**config.mk**
```make
export PLATFORM = sky130hd
export DESIGN_NAME = flash_erase_command_sequencer
export DESIGN_NICKNAME = d
export VERILOG_FILES = /design/src/hdl/flash_bus_writer.v /design/src/hdl/flash_erase_command_sequencer.v
export VERILOG_INCLUDE_DIRS = /design/src /design/src/hdl
export SDC_FILE = /design/constraint.sdc
export NUM_CORES = 1
export LEC_CHECK = 0
export BUFFER_PORTS_ARGS = -buffer_cell sky130_fd_sc_hd__buf_2
export CELL_PAD_IN_SITES_DETAIL_PLACEMENT = 0
export CELL_PAD_IN_SITES_GLOBAL_PLACEMENT = 1
export CORE_MARGIN = 4
export CORE_UTILIZATION = 47
export CTS_CLUSTER_DIAMETER = 150
export CTS_CLUSTER_SIZE = 24
export DETAILED_ROUTE_END_ITERATION = 6
export PLACE_DENSITY = 0.82
export SETUP_SLACK_MARGIN = 0.2
export SYNTH_ARGS = -nofsm -noshare
export SYNTH_HDL_FRONTEND = slang
export SYNTH_SLANG_ARGS = --single-unit
```
**constraint.sdc**
```tcl
create_clock -name clk_sys -period 5.4 [get_ports clk_sys]
set_input_delay 0 -clock clk_sys [delete_from_list [all_inputs] [get_ports clk_sys]]
set_output_delay 0 -clock clk_sys [all_outputs]
set_load 0.02 [all_outputs]
```
**src/hdl/flash_erase_defines.vh**
```
`ifndef FLASH_ERASE_DEFINES_VH
`define FLASH_ERASE_DEFINES_VH
// Software register map of the controller (word index on the command port).
`define REG_CTRL 4'h0
`define REG_SECTOR 4'h1
`define REG_STATUS 4'h2
`define REG_POLL 4'h3
// Control register fields.
`define CTRL_CHIP 0
`define CTRL_SECTOR 1
`define CTRL_SUSPEND 2
`define CTRL_RESUME 3
`define CTRL_RESET 4
`define CTRL_ADDSEC 5
// Status register fields.
`define ST_BUSY 0
`define ST_SUSP 1
`define ST_FAIL 2
`define ST_DONE 3
`define ST_TMO 4
// Command words and unlock addresses.
`define ADR_UNLOCK1 12'h555
`define ADR_UNLOCK2 12'h2aa
`define DAT_UNLOCK1 8'haa
`define DAT_UNLOCK2 8'h55
`define DAT_SETUP 8'h80
`define DAT_CHIP 8'h10
`define DAT_SECTOR 8'h30
`define DAT_SUSPEND 8'hb0
`define DAT_RESUME 8'h30
`define DAT_RESET 8'hf0
// Write pulse timing at 40 MHz: the write-enable low phase and the hold phase of a bus write each last this many cycles.
`define WR_PHASE_NS 50
`define CLK_NS 25
`define WR_PHASE_CYC ((`WR_PHASE_NS + `CLK_NS - 1) / `CLK_NS)
// Gap kept below the sector acceptance window: 50 us minus margin, rounded down.
`define SEC_GAP_US 40
`define SEC_GAP_CYC ((`SEC_GAP_US * 1000) / `CLK_NS)
`define RESET_LOW_NS 500
`define RESET_LOW_CYC ((`RESET_LOW_NS + `CLK_NS - 1) / `CLK_NS)
`endif

```
**src/hdl/flash_bus_writer.v**
```verilog
`timescale 1ns/10ps
`include "flash_erase_defines.vh"
// Performs one asynchronous flash write cycle: address and data set up, write enable low, then high.
module flash_bus_writer (
    input wire clk_sys,
    input wire rstn,
    input wire start,
    input wire [19:0] addr,
    input wire [7:0] data,
    output reg busy_q,
    output reg weN_q,
    output reg ceN_q,
    output reg [19:0] addrOut_q,
    output reg [7:0] dataOut_q,
    output reg dataOe_q
);
    localparam S_IDLE = 2'd0;
    localparam S_SETUP = 2'd1;
    localparam S_LOW = 2'd2;
    localparam S_HOLD = 2'd3;
    localparam [31:0] PHASE_LAST = `WR_PHASE_CYC - 1;
    reg [1:0] state_q;
    reg [3:0] cnt_q;
    always @(posedge clk_sys or negedge rstn) begin
        if (!rstn) begin
            state_q <= S_IDLE;
            cnt_q <= 4'h0;
            busy_q <= 1'b0;
            weN_q <= 1'b1;
            ceN_q <= 1'b1;
            addrOut_q <= 20'h00000;
            dataOut_q <= 8'h00;
            dataOe_q <= 1'b1;
        end else begin
            case (state_q)
                S_IDLE: begin
                    if (start) begin
                        addrOut_q <= addr;
                        dataOut_q <= data;
                        dataOe_q <= 1'b0;
                        ceN_q <= 1'b0;
                        busy_q <= 1'b1;
                        cnt_q <= 4'h0;
                        state_q <= S_SETUP;
                    end
                end
                S_SETUP: begin
                    weN_q <= 1'b0;
                    cnt_q <= 4'h0;
                    state_q <= S_LOW;
                end
                S_LOW: begin
                    if (cnt_q == PHASE_LAST[3:0]) begin
                        weN_q <= 1'b1;
                        cnt_q <= 4'h0;
                        state_q <= S_HOLD;
                    end else begin
                        cnt_q <= cnt_q + 4'h1;
                    end
                end
                default: begin
                    if (cnt_q == PHASE_LAST[3:0]) begin
                        ceN_q <= 1'b1;
                        dataOe_q <= 1'b1;
                        busy_q <= 1'b0;
                        state_q <= S_IDLE;
                    end else begin
                        cnt_q <= cnt_q + 4'h1;
                    end
                end
            endcase
        end
    end
endmodule

```
**src/hdl/flash_erase_command_sequencer.v**
```verilog
`timescale 1ns/10ps
`include "flash_erase_defines.vh"
// Summary of operation
// - Chip erase: six writes, two unlocks, set-up, two unlocks, chip erase command.
// - Hardware reset aborts erase; reissue the whole sequence afterwards.
// - Sector erase: six writes ending with sector address plus sector erase command.
// - Controller keeps gaps between extra sector writes below 50 us.
// - Any other command in the window aborts; the sequence must be rewritten.
// - Resume with any address continues; repeated resume ignored; suspend allowed again.
// - If data bit 5 rises during erase, write the reset command.
module flash_erase_command_sequencer (
    input wire clk_sys,
    input wire rstn,
    input wire [3:0] regAddr,
    input wire [31:0] regWdata,
    input wire regWr,
    input wire regRd,
    output reg [31:0] regRdata_q,
    output reg [19:0] flashAddr_q,
    output reg [7:0] flashDataOut_q,
    output reg flashDataOeN_q,
    input wire [7:0] flashDataIn,
    output reg flashWeN_q,
    output reg flashCeN_q,
    output reg flashOeN_q,
    output reg flashResetN_q,
    input wire ready_busy_n_output
);
    localparam S_IDLE = 4'd0;
    localparam S_SEQ = 4'd1;
    localparam S_WAIT = 4'd2;
    localparam S_READ = 4'd3;
    localparam S_CHECK = 4'd4;
    localparam S_WINDOW = 4'd5;
    localparam S_HWRST = 4'd6;
    localparam S_SUSP = 4'd7;
    localparam [31:0] GAP_LIMIT = `SEC_GAP_CYC;
    localparam [31:0] RESET_HOLD = `RESET_LOW_CYC;

    reg [3:0] state_q;
    reg [2:0] step_q;
    reg isChip_q;
    reg [4:0] sector_q;
    reg [4:0] pendSector_q;
    reg pendAdd_q;
    reg pendSusp_q;
    reg pendResume_q;
    reg suspSent_q;
    reg suspended_q;
    reg busy_q;
    reg fail_q;
    reg done_q;
    reg timedOut_q;
    reg [7:0] poll_q;
    reg [15:0] timer_q;
    reg [1:0] rdCnt_q;
    reg [1:0] rbSync_q;
    reg [7:0] dqSync1_q;
    reg [7:0] dqSync2_q;
    reg start_q;
    reg [19:0] wAddr_q;
    reg [7:0] wData_q;
    wire wBusy;
    wire wWeN;
    wire wCeN;
    wire [19:0] wAddrOut;
    wire [7:0] wDataOut;
    wire wOeN;

    flash_bus_writer u_writer (
        .clk_sys(clk_sys),
        .rstn(rstn),
        .start(start_q),
        .addr(wAddr_q),
        .data(wData_q),
        .busy_q(wBusy),
        .weN_q(wWeN),
        .ceN_q(wCeN),
        .addrOut_q(wAddrOut),
        .dataOut_q(wDataOut),
        .dataOe_q(wOeN)
    );

    // Pins from the flash are asynchronous to clk_sys.
    always @(posedge clk_sys or negedge rstn) begin
        if (!rstn) begin
            rbSync_q <= 2'b11;
            dqSync1_q <= 8'h00;
            dqSync2_q <= 8'h00;
        end else begin
            rbSync_q <= {rbSync_q[0], ready_busy_n_output};
            dqSync1_q <= flashDataIn;
            dqSync2_q <= dqSync1_q;
        end
    end

    wire ctrlWr = regWr && (regAddr == `REG_CTRL);
    // An add-sector word carries the sector number in the low bits, so it must not also act as a command.
    wire addSec = ctrlWr && regWdata[`CTRL_ADDSEC];
    wire ctrlCmd = ctrlWr && !regWdata[`CTRL_ADDSEC];
    wire busFree = !wBusy && !start_q;

    // Address and data of each of the six erase cycles.
    reg [19:0] seqAddr;
    reg [7:0] seqData;
    always @* begin
        seqAddr = {8'h00, `ADR_UNLOCK1};
        seqData = `DAT_UNLOCK1;
        case (step_q)
            3'd1, 3'd4: begin
                seqAddr = {8'h00, `ADR_UNLOCK2};
                seqData = `DAT_UNLOCK2;
            end
            3'd2: seqData = `DAT_SETUP;
            3'd5: begin
                if (isChip_q) begin
                    seqData = `DAT_CHIP;
                end else begin
                    seqAddr = {sector_q, 15'h0000};
                    seqData = `DAT_SECTOR;
                end
            end
            default: seqData = `DAT_UNLOCK1;
        endcase
    end

    always @(posedge clk_sys or negedge rstn) begin
        if (!rstn) begin
            state_q <= S_IDLE;
            step_q <= 3'd0;
            isChip_q <= 1'b0;
            sector_q <= 5'h00;
            pendSector_q <= 5'h00;
            pendAdd_q <= 1'b0;
            pendSusp_q <= 1'b0;
            pendResume_q <= 1'b0;
            suspSent_q <= 1'b0;
            suspended_q <= 1'b0;
            busy_q <= 1'b0;
            fail_q <= 1'b0;
            done_q <= 1'b0;
            timedOut_q <= 1'b0;
            poll_q <= 8'h00;
            timer_q <= 16'h0000;
            rdCnt_q <= 2'd0;
            start_q <= 1'b0;
            wAddr_q <= 20'h00000;
            wData_q <= 8'h00;
            flashOeN_q <= 1'b1;
            flashResetN_q <= 1'b1;
        end else begin
            start_q <= 1'b0;
            if (addSec) begin
                pendAdd_q <= 1'b1;
                pendSector_q <= regWdata[4:0];
            end
            if (ctrlCmd && regWdata[`CTRL_SUSPEND] && busy_q && !isChip_q) begin
                pendSusp_q <= 1'b1;
            end
            if (ctrlCmd && regWdata[`CTRL_RESUME] && suspended_q) begin
                pendResume_q <= 1'b1;
            end
            if (regWr && regAddr == `REG_SECTOR) begin
                sector_q <= regWdata[4:0];
            end
            if (ctrlCmd && regWdata[`CTRL_RESET] && busy_q) begin
                flashResetN_q <= 1'b0;
                // An abort in mid-poll must not leave the output enable stuck low.
                flashOeN_q <= 1'b1;
                timer_q <= 16'h0000;
                state_q <= S_HWRST;
            end else begin
                case (state_q)
                    S_IDLE: begin
                        if (ctrlCmd && (regWdata[`CTRL_CHIP] || regWdata[`CTRL_SECTOR])) begin
                            isChip_q <= regWdata[`CTRL_CHIP];
                            busy_q <= 1'b1;
                            done_q <= 1'b0;
                            fail_q <= 1'b0;
                            timedOut_q <= 1'b0;
                            pendSusp_q <= 1'b0;
                            suspSent_q <= 1'b0;
                            pendAdd_q <= 1'b0;
                            step_q <= 3'd0;
                            state_q <= S_SEQ;
                        end else if (suspended_q && pendResume_q && busFree) begin
                            wAddr_q <= 20'h00000;
                            wData_q <= `DAT_RESUME;
                            start_q <= 1'b1;
                            pendResume_q <= 1'b0;
                            suspended_q <= 1'b0;
                            busy_q <= 1'b1;
                            state_q <= S_WAIT;
                        end
                    end
                    S_SEQ: begin
                        if (busFree) begin
                            wAddr_q <= seqAddr;
                            wData_q <= seqData;
                            start_q <= 1'b1;
                            if (step_q == 3'd5) begin
                                timer_q <= 16'h0000;
                                state_q <= isChip_q ? S_WAIT : S_WINDOW;
                            end
                            step_q <= step_q + 3'd1;
                        end
                    end
                    S_WINDOW: begin
                        // Extra sectors go out well inside the acceptance window.
                        timer_q <= timer_q + 16'h0001;
                        if (pendSusp_q && busFree) begin
                            wAddr_q <= 20'h00000;
                            wData_q <= `DAT_SUSPEND;
                            start_q <= 1'b1;
                            suspSent_q <= 1'b1;
                            state_q <= S_WAIT;
                        end else if (pendAdd_q && busFree && timer_q < GAP_LIMIT[15:0]) begin
                            wAddr_q <= {pendSector_q, 15'h0000};
                            wData_q <= `DAT_SECTOR;
                            start_q <= 1'b1;
                            pendAdd_q <= addSec;
                            timer_q <= 16'h0000;
                        end else if (busFree && timer_q >= GAP_LIMIT[15:0]) begin
                            pendAdd_q <= 1'b0;
                            state_q <= S_WAIT;
                        end
                    end
                    S_WAIT: begin
                        if (busFree) begin
                            flashOeN_q <= 1'b0;
                            rdCnt_q <= 2'd0;
                            state_q <= S_READ;
                        end
                    end
                    S_READ: begin
                        rdCnt_q <= rdCnt_q + 2'd1;
                        if (rdCnt_q == 2'd3) begin
                            poll_q <= dqSync2_q;
                            flashOeN_q <= 1'b1;
                            state_q <= S_CHECK;
                        end
                    end
                    default: begin
                        if (state_q == S_CHECK) begin
                            timedOut_q <= poll_q[3];
                            // An erasing sector reads bit 7 low, a suspended one reads it high.
                            if (pendSusp_q && rbSync_q[1] && poll_q[7]) begin
                                suspended_q <= 1'b1;
                                pendSusp_q <= 1'b0;
                                suspSent_q <= 1'b0;
                                busy_q <= 1'b0;
                                state_q <= S_IDLE;
                            end else if (pendSusp_q && !suspSent_q && busFree && poll_q[3]) begin
                                // Sent once only: a repeated suspend would restart the flash's suspend delay.
                                wAddr_q <= 20'h00000;
                                wData_q <= `DAT_SUSPEND;
                                start_q <= 1'b1;
                                suspSent_q <= 1'b1;
                                state_q <= S_WAIT;
                            end else if (poll_q[5] && !poll_q[7] && busFree) begin
                                wAddr_q <= 20'h00000;
                                wData_q <= `DAT_RESET;
                                start_q <= 1'b1;
                                fail_q <= 1'b1;
                                busy_q <= 1'b0;
                                state_q <= S_IDLE;
                            end else if (rbSync_q[1] && poll_q[7]) begin
                                busy_q <= 1'b0;
                                done_q <= 1'b1;
                                state_q <= S_IDLE;
                            end else begin
                                state_q <= S_WAIT;
                            end
                        end else begin
                            timer_q <= timer_q + 16'h0001;
                            if (timer_q == RESET_HOLD[15:0]) begin
                                flashResetN_q <= 1'b1;
                                busy_q <= 1'b0;
                                suspended_q <= 1'b0;
                                state_q <= S_IDLE;
                            end
                        end
                    end
                endcase
            end
        end
    end

    always @(posedge clk_sys or negedge rstn) begin
        if (!rstn) begin
            flashAddr_q <= 20'h00000;
            flashDataOut_q <= 8'h00;
            flashDataOeN_q <= 1'b1;
            flashWeN_q <= 1'b1;
            flashCeN_q <= 1'b1;
            regRdata_q <= 32'h00000000;
        end else begin
            flashAddr_q <= wAddrOut;
            flashDataOut_q <= wDataOut;
            flashDataOeN_q <= wOeN;
            flashWeN_q <= wWeN;
            flashCeN_q <= wCeN && flashOeN_q;
            if (regRd) begin
                if (regAddr == `REG_STATUS) begin
                    regRdata_q <= {27'h0000000, timedOut_q, done_q, fail_q, suspended_q, busy_q};
                end else if (regAddr == `REG_POLL) begin
                    regRdata_q <= {24'h000000, poll_q};
                end else if (regAddr == `REG_SECTOR) begin
                    regRdata_q <= {27'h0000000, sector_q};
                end else begin
                    regRdata_q <= 32'h00000000;
                end
            end else begin
                regRdata_q <= 32'h00000000;
            end
        end
    end
endmodule

```
==> metrics.cfg <==
[power_and_ir_drop]
power_switching_share = 0.329
p_per_area_nw_per_um2 = 508
switchingPower_w = 0.00122
ir_drop_uv = 300
clkPwrFrac = 0.337
finalPower_w = 0.00371
intPower_w = 0.00249
seqPwrFrac = 0.391
p_leak_nw = 3.43
power.share.combinational = 0.272

[outcome]
status = finished clean

[drt]
num_vias = 4382
wl_per_cell_um = 16.0
drcViolationCount = 0
wirelength_um = 13000
drtIter0Drc = 369
drt-pass1-iter-count = 4
ant_nets = 0
viasPerCell = 5.37

[worst_setup_path]
crit_arrival_ns = 3.00
crit_type = reg2reg
r2r_cells = 5
worstPathRequired_ns = 5.74
end_kind = flop
cp_max_fo = 11
start_kind = flop

[cells_and_area]
antenna_cells = 0
final_nets = 693
multi_input_area_um2 = 2550
regArea_um2 = 3310
area_growth_pct = 17.6
final_cell_count_no_fill = 816
drive_gt1_frac = 0.248
n_fill_cell = 1078

[sta]
hold_violations = 0
relSlewSlack = 0.352
finClkSkew_ns = 0.00614
maxSlewViolCount = 0
fmax_mhz = 376
rsz0062_at_grt = false
setup_viol = 0
period_minus_slack_ns = 2.66
tightest_slew_ns = 0.971
setup_tns_ns = 0
hold_slack_ns = 0.0339
post-route-period-util = 0.492

[floorplan]
dieArea_um2 = 15100
start_util = 0.486
rows = 41
coreArea_um2 = 12800
ios = 114
die_width_um = 123
die_h_um = 123

[flow_run]
drv_cap = 0

[yosys]
synthDistinctLibCells = 67
yosysTopAreaCell = dfrtp_1
yosysSeqAreaShare = 0.534
synthCells = 563
synth_seq_cells = 132
synth_common_cells = dfrtp_1 (123), nor2_1 (42), buf_4 (39)
synthArstFlopShare = 1.00
synth_edf_count = 0
ys.flop_type = dfrtp_1
yosys-top-cells-area = dfrtp_1 (50%), mux2_2 (6.2%), buf_4 (4.7%), dfstp_2 (3.8%), ha_1 (2.6%)
synth.most_common_cell = dfrtp_1
synth_warnings = 0
netlist_area_um2 = 6210
post-synth-top-area-fraction = 0.496
syn_avg_cell_area_um2 = 11.0

[cts]
cts_tree = yes
clk_pin_slew_ns = 0.06
clock_path_buffers = 2
hold_buffers = 19
post_cts_buffers = 0
htree_levels = 4
clk-insertion-delay-late_ns = 0.42
root_buffer = clkbuf_16
clock-sinks = 132
cts_resized = 0
cts_buffers = 17

[global_route]
gr-usage-all-layers = 0.185
grt_pass1_wl_um = 21800
antenna_found_initial = 0
grt_max_degree = 76
first_global_vias = 4326
globalRouteOverflowTotal = 0

[min_path]
hold_depth = 4
hold_path_class = in2reg

[placed_design]
place_hpwl_um = 8940
gp_congestion = 0.837
dp.cells = 765
io_buffers = 59

==> through the flow <==
step                      instance area, µm²   util  setup WS [ns]
after detailed placement                6460  0.506           2.77
after global placement                  6460  0.506           2.80
after floorplan                         6310      -           3.14
after CTS                               7300  0.572           2.75
final                                   7300  0.572           2.74
after global routing                    7300  0.572           2.55
==> critical path, stage by stage, from the launching register on <==
cell and delay (ns):
dfrtp_1 0.49, nor2_1 0.65, a21oi_1 0.42, a21boi_0 0.29, nor4_4 0.48, mux2i_1 0.24
==> per-layer routing <==
layer | track usage | routed length (µm) | up-vias
met4 | 0.0672 | 165 | 0
met2 | 0.296 | 6290 | 131
li1 | - | - | 2086
met1 | 0.247 | 5840 | 2150
met5 | 0 | 0 | -
met3 | 0.0457 | 739 | 15
==> worst paths after layout <==
path | startpoint | slack (ns) | to
setup / recovery | u_writer.busy_q$_DFFE_PN0P_ | 2.74 | state_q[0]$_DFFE_PN0P_
hold / removal | regAddr[2] | 0.03 | regRdata_q[1]$_DFF_PN0_
setup reg to reg | u_writer.busy_q$_DFFE_PN0P_ | 2.74 | state_q[0]$_DFFE_PN0P_
hold reg to reg | dqSync1_q[3]$_DFF_PN0_ | 0.35 | dqSync2_q[3]$_DFF_PN0_
max in group asynchronous | rstn | 3.83 | timedOut_q$_DFFE_PN0P_
min in group asynchronous | rstn | 0.18 | u_writer.addrOut_q[9]$_DFFE_PN0P_
==> final cells by class <==
class,count,share of cell area
clock buffers,24,0.0687
clock inverters,8,0.0197
inverters,19,0.0105
multi-input cells,381,0.349
flip-flops and latches,132,0.454
well taps,172,0.0295
repair buffers,80,0.0689
==> state kept, by name, summed over array words and instances (netlist names), 7 cells and up <==
signal / count
dqSync1_q: 8
dqSync2_q: 8
flashAddr_q: 7
poll_q: 8
regRdata_q: 8
timer_q: 16
u_writer.addrOut_q: 7
wAddr_q: 7
==> cells in the final DEF (no fill, tap or decap), drive strengths merged, types with 6 or more instances in the layout <==
cell	instances
dfrtp	123
buf	61
nor2	42
mux2	41
nand2	33
o21ai	33
a21oi	32
conb	28
clkbuf	24
inv	20
dlygate4sd3	19
nand3	17
ha	13
nor3	12
a31oi	10
nor4	10
dfstp	9
or3	9
a22o	8
nor2b	7
and2	6
nand4	6
o31ai	6
mux2i	6
==> kinds of logic after synthesis <==
| kind of cell | count (synthesis) | share of synthesized area |
|---|---|---|
| simple gates | 175 | 0.152 |
| flops | 132 | 0.534 |
| compound gates | 117 | 0.126 |
| buf+inv | 77 | 0.0722 |
| mux | 47 | 0.0883 |
| fa+ha+maj | 13 | 0.0262 |
| other cells | 1 | 0.000604 |
| xor+xnor | 1 | 0.00141 |
==> power groups by stage <==
stage | logic (W) | clock network [W] | registers, W
after global placement | 0.000973 | 0 | 0.00145
after global routing | 0.00113 | 0.00132 | 0.00149
after detailed placement | 0.000996 | 0 | 0.00147
after floorplan | 0.000801 | 0 | 0.00142
final | 0.00101 | 0.00125 | 0.00145
after CTS | 0.00101 | 0.00127 | 0.00145
Note: power is estimated with default switching activity, not from simulation.
